==> src/include/dds_pkg.sv <==
// constants shared by the display sync splitter and its register slave
package dds_pkg;
    localparam int CNT_W = 5;
    localparam int SYNC_STAGES = 3;
    // line counts within one field
    localparam logic [4:0] NORMAL_LINES = 5'h1f;
    localparam logic [4:0] SPLIT_LINES = 5'h0f;
    localparam logic [3:0] SYNC_SLOT_DEC = 4'h7;
    localparam logic [4:0] SYNC_B_DEC = 5'h07;
    localparam logic [4:0] TOGGLE_DEC = 5'h0f;
    localparam logic [4:0] SYNC_A_DEC = 5'h17;
    localparam logic [4:0] VID_A_FIRST = 5'h00;
    localparam logic [4:0] VID_A_LAST = 5'h0e;
    localparam logic [4:0] VID_B_FIRST = 5'h10;
    localparam logic [4:0] VID_B_LAST = 5'h1e;
    // two fields make one frame of 62 lines
    localparam logic [5:0] FRAME_LINES = 6'h3e;
    // register map, byte addresses
    localparam logic [31:0] CTRL_OFF = 32'h0000_0000;
    localparam logic [31:0] STAT_OFF = 32'h0000_0004;
    localparam int CTRL_SPLIT_BIT = 0;
    localparam int CTRL_ILACE_BIT = 1;
    localparam logic [1:0] CTRL_RST = 2'h3;
    localparam int STAT_CNT_LSB = 0;
    localparam int STAT_SEL_BIT = 8;
    localparam int STAT_ODD_BIT = 9;
    localparam int STAT_ARMA_BIT = 10;
    localparam int STAT_ARMB_BIT = 11;
    localparam int STAT_FRM_LSB = 16;
    localparam logic [1:0] HTRANS_NONSEQ = 2'h2;
    localparam logic HRESP_OKAY = 1'b0;
endpackage : dds_pkg

==> src/design/dual_display_sync_splitter.sv <==
// splits one raster timing stream between a master and an auxiliary display
//
// What this block does
// - no split: all 31 lines on one screen
// - split: 15 lines each, one switching slot
// - sequencing from timing signals alone, mode from the control register
// - normal vertical sync every 31 lines
// - vertical sync clears counter, selects a, arms syncs
// - sync leads video by eight, envelope 15 lines
// - count eight with odd field, or any field non-interlaced: sync to b
// - count sixteen with bit one: b video
// - count sixteen plus eight: sync to a
// - every further 16 counts sync alternates a/b
// - next vertical sync returns video to a
// - frame decode with odd field restarts frame
// - horizontal sync inverted and sent to both
// - video gated by selected screen enable
// - interlace default, non-interlace halves the lines when split
// - picture complete after odd and even field
`timescale 1ns/10ps
module dual_display_sync_splitter
    import dds_pkg::*;
(
    input wire logic hclk,
    input wire logic hresetn,
    // register bus
    input wire logic hsel,
    input wire logic [31:0] haddr,
    input wire logic [1:0] htrans,
    input wire logic hwrite,
    input wire logic [2:0] hsize,
    input wire logic [31:0] hwdata,
    input wire logic hready,
    output logic [31:0] hrdata,
    output logic hreadyout,
    output logic hresp,
    // from the raster timing unit
    input wire logic hsync_in,
    input wire logic vsync_in_n,
    input wire logic video_in,
    input wire logic odd_field,
    input wire logic frame_count_decode,
    input wire logic seg_reset_sync,
    input wire logic seg_reset_toggle,
    // to the displays
    output logic hsync_out_a,
    output logic hsync_out_b,
    output logic vsync_out_a,
    output logic vsync_out_b,
    output logic video_out_a,
    output logic video_out_b,
    output logic picture_done
);
    localparam int NPIN = 7;

    logic [NPIN-1:0] pins;
    logic [NPIN-1:0] lvl;
    logic h_s;
    logic vn_s;
    logic vid_s;
    logic odd_s;
    logic frm_s;
    logic segs_s;
    logic segt_s;

    logic split_en;
    logic interlace_en;
    logic [31:0] status;

    logic h_prev_q;
    logic vn_prev_q;
    logic line_stb;
    logic vs_fall;

    logic [CNT_W-1:0] line_cnt_q;
    logic sel_b_q;
    logic arm_a_q;
    logic arm_b_q;
    logic next_b_q;
    logic field_odd_q;
    logic [7:0] frames_q;

    logic sync_slot;
    logic fire_a;
    logic fire_b;
    logic toggle_hit;
    logic env_a;
    logic env_b;
    logic alt_ok;
    logic en_a;
    logic en_b;

    // all timing inputs arrive from pins outside the clock domain;
    // vertical sync is filtered inverted so the filter resets to idle
    assign pins = {seg_reset_toggle, seg_reset_sync,
                   frame_count_decode, odd_field, video_in,
                   !vsync_in_n, hsync_in};

    pin_sync #(
        .W(NPIN)
    ) u_sync (
        .hclk(hclk),
        .hresetn(hresetn),
        .pin(pins),
        .level(lvl)
    );

    assign h_s = lvl[0];
    assign vn_s = !lvl[1];
    assign vid_s = lvl[2];
    assign odd_s = lvl[3];
    assign frm_s = lvl[4];
    assign segs_s = lvl[5];
    assign segt_s = lvl[6];

    split_regs u_regs (
        .hclk(hclk),
        .hresetn(hresetn),
        .hsel(hsel),
        .haddr(haddr),
        .htrans(htrans),
        .hwrite(hwrite),
        .hsize(hsize),
        .hwdata(hwdata),
        .hready(hready),
        .hrdata(hrdata),
        .hreadyout(hreadyout),
        .hresp(hresp),
        .status(status),
        .split_en(split_en),
        .interlace_en(interlace_en)
    );

    assign status = {8'h0, frames_q, 4'h0, arm_b_q, arm_a_q,
                     field_odd_q, sel_b_q, 3'h0, line_cnt_q};

    // edge detection on the filtered levels
    always_ff @(posedge hclk or negedge hresetn) begin
        if (!hresetn) begin
            h_prev_q <= 1'b0;
            vn_prev_q <= 1'b1;
        end else begin
            h_prev_q <= h_s;
            vn_prev_q <= vn_s;
        end
    end

    assign line_stb = h_s && !h_prev_q;
    assign vs_fall = !vn_s && vn_prev_q;

    // line counter, cleared by every normal vertical sync
    always_ff @(posedge hclk or negedge hresetn) begin
        if (!hresetn) begin
            line_cnt_q <= '0;
        end else if (vs_fall) begin
            line_cnt_q <= '0;
        end else if (line_stb) begin
            line_cnt_q <= line_cnt_q + 5'h01;
        end
    end

    // shifted syncs fall every 16 lines, first at count eight
    assign sync_slot = split_en && line_stb && !vs_fall &&
                       line_cnt_q[3:0] == SYNC_SLOT_DEC;
    assign fire_b = sync_slot && next_b_q && arm_b_q &&
                    (odd_s || !interlace_en);
    assign fire_a = sync_slot && !next_b_q && arm_a_q;
    assign toggle_hit = split_en && line_stb && !vs_fall &&
                        line_cnt_q == TOGGLE_DEC &&
                        line_cnt_q[0];

    always_ff @(posedge hclk or negedge hresetn) begin
        if (!hresetn) begin
            next_b_q <= 1'b1;
        end else if (vs_fall) begin
            next_b_q <= 1'b1;
        end else if (sync_slot) begin
            next_b_q <= !next_b_q;
        end
    end

    // sync arming: set by vertical sync, cleared by segment decode
    always_ff @(posedge hclk or negedge hresetn) begin
        if (!hresetn) begin
            arm_a_q <= 1'b0;
            arm_b_q <= 1'b0;
        end else if (vs_fall) begin
            arm_a_q <= 1'b1;
            arm_b_q <= 1'b1;
        end else if (segs_s) begin
            arm_a_q <= 1'b0;
            arm_b_q <= 1'b0;
        end
    end

    // a/b video selector
    always_ff @(posedge hclk or negedge hresetn) begin
        if (!hresetn) begin
            sel_b_q <= 1'b0;
        end else if (vs_fall) begin
            sel_b_q <= 1'b0;
        end else if (toggle_hit) begin
            sel_b_q <= 1'b1;
        end else if (segt_s) begin
            sel_b_q <= 1'b0;
        end
    end

    // field parity and frame restart
    always_ff @(posedge hclk or negedge hresetn) begin
        if (!hresetn) begin
            field_odd_q <= 1'b1;
        end else if (vs_fall) begin
            if (frm_s && odd_s) begin
                field_odd_q <= 1'b1;
            end else begin
                field_odd_q <= !field_odd_q;
            end
        end
    end

    // a picture is done once the even field has also been scanned
    always_ff @(posedge hclk or negedge hresetn) begin
        if (!hresetn) begin
            picture_done <= 1'b0;
            frames_q <= '0;
        end else begin
            picture_done <= vs_fall && !field_odd_q;
            if (vs_fall && !field_odd_q) begin
                frames_q <= frames_q + 8'h01;
            end
        end
    end

    // vertical sync outputs last one line when split; unsplit, a follows the input and b stays low
    always_ff @(posedge hclk or negedge hresetn) begin
        if (!hresetn) begin
            vsync_out_a <= 1'b0;
            vsync_out_b <= 1'b0;
        end else if (!split_en) begin
            vsync_out_a <= !vn_s;
            vsync_out_b <= 1'b0;
        end else begin
            if (fire_a) begin
                vsync_out_a <= 1'b1;
            end else if (line_stb || vs_fall) begin
                vsync_out_a <= 1'b0;
            end
            if (fire_b) begin
                vsync_out_b <= 1'b1;
            end else if (line_stb || vs_fall) begin
                vsync_out_b <= 1'b0;
            end
        end
    end

    // horizontal sync fanned out inverted to both displays
    always_ff @(posedge hclk or negedge hresetn) begin
        if (!hresetn) begin
            hsync_out_a <= 1'b1;
            hsync_out_b <= 1'b1;
        end else begin
            hsync_out_a <= !h_s;
            hsync_out_b <= !h_s;
        end
    end

    // video envelopes: a at 0..14, b at 16..30, slot 15 switches
    assign env_a = line_cnt_q >= VID_A_FIRST &&
                   line_cnt_q <= VID_A_LAST;
    assign env_b = line_cnt_q >= VID_B_FIRST &&
                   line_cnt_q <= VID_B_LAST;
    // non-interlaced gating uses every other line only
    assign alt_ok = interlace_en || !line_cnt_q[0];
    assign en_a = split_en ? (!sel_b_q && env_a && alt_ok)
                           : 1'b1;
    assign en_b = split_en && sel_b_q && env_b && alt_ok;

    always_ff @(posedge hclk or negedge hresetn) begin
        if (!hresetn) begin
            video_out_a <= 1'b0;
            video_out_b <= 1'b0;
        end else begin
            video_out_a <= vid_s && en_a;
            video_out_b <= vid_s && en_b;
        end
    end
endmodule : dual_display_sync_splitter

==> src/design/pin_sync.sv <==
// three-stage pin synchroniser with agreement filter
`timescale 1ns/10ps
module pin_sync #(
    parameter int W = 1
) (
    input wire logic hclk,
    input wire logic hresetn,
    input wire logic [W-1:0] pin,
    output logic [W-1:0] level
);
    logic [W-1:0] s1_q;
    logic [W-1:0] s2_q;
    logic [W-1:0] s3_q;

    always_ff @(posedge hclk or negedge hresetn) begin
        if (!hresetn) begin
            s1_q <= '0;
            s2_q <= '0;
            s3_q <= '0;
        end else begin
            s1_q <= pin;
            s2_q <= s1_q;
            s3_q <= s2_q;
        end
    end

    // a change counts once stages two and three agree
    always_ff @(posedge hclk or negedge hresetn) begin
        if (!hresetn) begin
            level <= '0;
        end else begin
            for (int i = 0; i < W; i++) begin
                if (s2_q[i] == s3_q[i]) begin
                    level[i] <= s3_q[i];
                end
            end
        end
    end
endmodule : pin_sync

==> src/design/split_regs.sv <==
// ahb-lite slave holding the control and status words
`timescale 1ns/10ps
module split_regs
    import dds_pkg::*;
(
    input wire logic hclk,
    input wire logic hresetn,
    input wire logic hsel,
    input wire logic [31:0] haddr,
    input wire logic [1:0] htrans,
    input wire logic hwrite,
    input wire logic [2:0] hsize,
    input wire logic [31:0] hwdata,
    input wire logic hready,
    output logic [31:0] hrdata,
    output logic hreadyout,
    output logic hresp,
    input wire logic [31:0] status,
    output logic split_en,
    output logic interlace_en
);
    logic wr_pend_q;
    logic [31:0] waddr_q;
    logic take;

    assign take = hsel && hready && htrans == HTRANS_NONSEQ;
    // zero wait states, always okay
    assign hreadyout = 1'b1;
    assign hresp = HRESP_OKAY;

    always_ff @(posedge hclk or negedge hresetn) begin
        if (!hresetn) begin
            wr_pend_q <= 1'b0;
            waddr_q <= '0;
        end else begin
            wr_pend_q <= take && hwrite && hsize == 3'h2;
            waddr_q <= haddr;
        end
    end

    always_ff @(posedge hclk or negedge hresetn) begin
        if (!hresetn) begin
            split_en <= CTRL_RST[CTRL_SPLIT_BIT];
            interlace_en <= CTRL_RST[CTRL_ILACE_BIT];
        end else if (wr_pend_q && waddr_q == CTRL_OFF) begin
            split_en <= hwdata[CTRL_SPLIT_BIT];
            interlace_en <= hwdata[CTRL_ILACE_BIT];
        end
    end

    // read data loaded at the address phase, stands in the data phase
    always_ff @(posedge hclk or negedge hresetn) begin
        if (!hresetn) begin
            hrdata <= '0;
        end else if (take && !hwrite) begin
            if (haddr == CTRL_OFF) begin
                hrdata <= {30'h0, interlace_en, split_en};
            end else if (haddr == STAT_OFF) begin
                hrdata <= status;
            end else begin
                hrdata <= '0;
            end
        end
    end
endmodule : split_regs

==> config.mk <==
export PLATFORM = sky130hd
export DESIGN_NAME = dual_display_sync_splitter
export DESIGN_NICKNAME = d
export VERILOG_FILES = /design/src/include/dds_pkg.sv /design/src/design/dual_display_sync_splitter.sv /design/src/design/pin_sync.sv /design/src/design/split_regs.sv
export SDC_FILE = /design/constraint.sdc
export NUM_CORES = 1
export LEC_CHECK = 0
export BUFFER_PORTS_ARGS = -buffer_cell sky130_fd_sc_hd__buf_2
export CORE_ASPECT_RATIO = 1.25
export CORE_MARGIN = 2
export CORE_UTILIZATION = 50
export CTS_CLUSTER_DIAMETER = 100
export DETAILED_ROUTE_END_ITERATION = 12
export PLACE_DENSITY = 0.85
export SLEW_MARGIN = 5
export SYNTH_ARGS = -nofsm -noshare
export SYNTH_HDL_FRONTEND = slang
export SYNTH_SLANG_ARGS = --single-unit
==> constraint.sdc <==
create_clock -name hclk -period 2.1 [get_ports hclk]
set_input_delay 0.315 -clock hclk [delete_from_list [all_inputs] [get_ports hclk]]
set_output_delay 0.315 -clock hclk [all_outputs]
set_load 0.05 [all_outputs]
==> out/results.ini <==
[critical_path]
rrSetupSlack_ps=340
r2r_end=u_regs.interlace_en$_DFFE_PN1P_
critPathMaxFanout=2
cp.arrival_ps=2050
r2r_cells=4
path_class=reg -> reg
rr_startpoint=u_regs.waddr_q[1]$_DFF_PN0_
worst-endpoint-required_ps=2400
cp-end-kind=flip-flop
crit_path_start_kind=flip-flop

[layout]
area_delta_synth_final_pct=15.9
multi_input_area_um2=1030
drive_gt1_frac=0.312
antenna_cells=0
fin_nets=452
register_area_um2=2610
fin_cells=464
fillers=590
fin_util=0.597

[global_route]
grt_first_pass_wirelength_um=11000
grt_max_degree=47
grt_pass1_vias=2321
antenna_found_initial=0
grt_usage=0.178
grt.overflow.total=0

[power_and_ir_drop]
p_per_area_nw_per_um2=893
power_mw=3.93
ir_worst_vdd_v=0.000478
leakagePower_nw=2.09

[logic_synthesis]
ys_seq_area_frac=0.689
synth.cell_area_um2=3790
async_flop_share=1.00
syn_inst=290
synth_cell_types=41
netlist.area_leader.share=0.647
ys_seq_elements=104
synth_area_leaders=dfrtp_1, dfstp_2, buf_4
synth_edf_count=0
synth.avg_cell_area_um2=13.1
ys_warn_count=0
yosysTopAreaCell=dfrtp_1
synth-main-ff-cell=dfrtp_1

[detailed_routing]
via_count=2347
drc=0
via_per_inst=5.06
wl_um=6680
drtAntennaViolNets=0
wire_per_inst_um=14.4
first_pass_iters=5
drtIter0Drc=179

[sta]
hold_viol=0
final.period_utilization=0.837
worst_pin_slew_ps=596
slew_headroom=0.602
finalMaxSlewViolations=0
skew_ps=8.15
clock.fmax_mhz=569
setup_violations=0
tns_ps=0
fin_crit_ps=1760
rsz0062_at_grt=no

[floorplan]
dieArea_um2=8300
die_w_um=81.9
rows=35
initial_utilization=0.515
pin_count=122
die_h_um=101
design.core.area_um2=7360

[cts]
cts_sinks=104
path_clk_slew_ps=100
cts_tree=yes
clkLatencyLatePin_ps=360
root_buffer=clkbuf_8
clock_path_buffers=2
numCtsBuffers=9
htreeDepth=3

[worst_hold_path]
whs_path_depth=1
hp-class=in -> reg
hold_end=u_sync.s1_q[0]$_DFF_PN0_
worstHoldStart=hsync_in

[placed_design]
io_buffers=74
routabilityCongestion=0.790
dp_cells=447
dpl.hpwl_um=4880

[outcome]
status=completed

[flow_run]
drv_cap=0

## where the power goes
part           leakage [nW]  internal (mW)  total (mW)  switching (mW)
Sequential             1.27           2.16        2.30           0.140
Clock                0.0995          0.466        1.19           0.721
Combinational         0.716          0.156       0.435           0.279
Total                  2.09           2.79        3.93            1.14
## area by class of cell
class                           instances  share of cell area
Tap cell                               92              0.0262
Timing Repair Buffer                   78              0.0951
Clock buffer                            9              0.0282
Inverter                                8             0.00683
Sequential cell                       104               0.594
Multi-Input combinational cell        166               0.233
Clock inverter                          7              0.0162
## critical path: stages, from the launching register on
cell	delay [ps]
dfrtp_1	370
nor4b_1	430
nand4_1	140
nor3_1	390
mux2_2	380
## worst max path at each step
stage / from / to / slack (ps) / cells past startpoint
2_1_floorplan: haddr[6] / u_regs.hrdata[16]$_DFFE_PN0P_ / 670 / 5
3_3_place_gp: haddr[14] / u_regs.hrdata[4]$_DFFE_PN0P_ / 350 / 5
3_5_place_dp: haddr[14] / u_regs.hrdata[11]$_DFFE_PN0P_ / 310 / 5
4_1_cts: u_regs.waddr_q[1]$_DFF_PN0_ / u_regs.interlace_en$_DFFE_PN1P_ / 310 / 4
5_1_grt: u_regs.waddr_q[1]$_DFF_PN0_ / u_regs.interlace_en$_DFFE_PN1P_ / 260 / 4
6_report: u_regs.waddr_q[1]$_DFF_PN0_ / u_regs.interlace_en$_DFFE_PN1P_ / 340 / 4
## repair_timing
item | 4_1_cts | 5_1_grt
endpoints found under the hold margin | 35 | 0
resized for setup | 0 | 0
setup buffers | 0 | 0
hold buffers | 1 | 0
## state kept, by name, indices dropped and copies added (netlist names), 5 cells and up
| name | cells |
|---|---|
| u_sync.level | 7 |
| u_regs.waddr_q | 32 |
| line_cnt_q | 5 |
| u_sync.s3_q | 7 |
| u_sync.s1_q | 7 |
| frames_q | 8 |
| u_sync.s2_q | 7 |
| u_regs.hrdata | 16 |
## layer usage
layer | track usage | wire length, um | up-vias
li1 | - | - | 1117
met1 | 0.228 | 2810 | 1151
met2 | 0.282 | 3340 | 73
met3 | 0.0588 | 441 | 6
met4 | 0.0705 | 80 | 0
met5 | 0 | 0 | -
## synthesized netlist by cell type (all sizes together) (2+ instances only)
cell type and number:
dfstp 6, nor3 4, conb 2, or2 2, nand4 7, nor2 13
mux2 3, nand2 35, and2 2, a211oi 2, ha 4, nand3 5
o31ai 4, nor2b 2, nor4 14, o21ai 14, a21oi 5, xnor2 4
clkbuf 7, inv 8, dfrtp 98, xor2 7, mux2i 2, maj3 7
buf 20
## stage by stage
stage | hold WS [ps] | setup slack [ps] | area (um^2)
detailed placement | 318 | 310 | 4190
finish | 51.4 | 342 | 4390
CTS | 34.4 | 312 | 4390
floorplan | 19.4 | 670 | 3850
global placement | 312 | 355 | 4190
global route | 21.0 | 257 | 4390
## cells by family (layout without fill, tap and decap cells)
family | Yosys count | in the layout | share of synthesized area
AOI/OAI and AO/OA | 29 | 29 | 0.0558
xor gates and xnor gates | 11 | 11 | 0.0254
adders and majority gates | 11 | 11 | 0.0317
buffers and inverters | 35 | 102 | 0.0555
DFF | 104 | 104 | 0.689
muxes | 5 | 5 | 0.0142
other | 2 | 17 | 0.00198
and+or+nand+nor | 93 | 93 | 0.127
## placed cells by master (no fill, tap or decap), drive strengths merged, types with 6 or more instances in the layout
| cell type | n |
|---|---|
| nor4 | 14 |
| inv | 12 |
| nand4 | 7 |
| nand2 | 35 |
| maj3 | 7 |
| conb | 17 |
| xor2 | 7 |
| dfstp | 6 |
| dfrtp | 98 |
| o21ai | 14 |
| buf | 77 |
| clkbuf | 9 |
| nor2 | 13 |
Power figures use the tool's default switching activity.
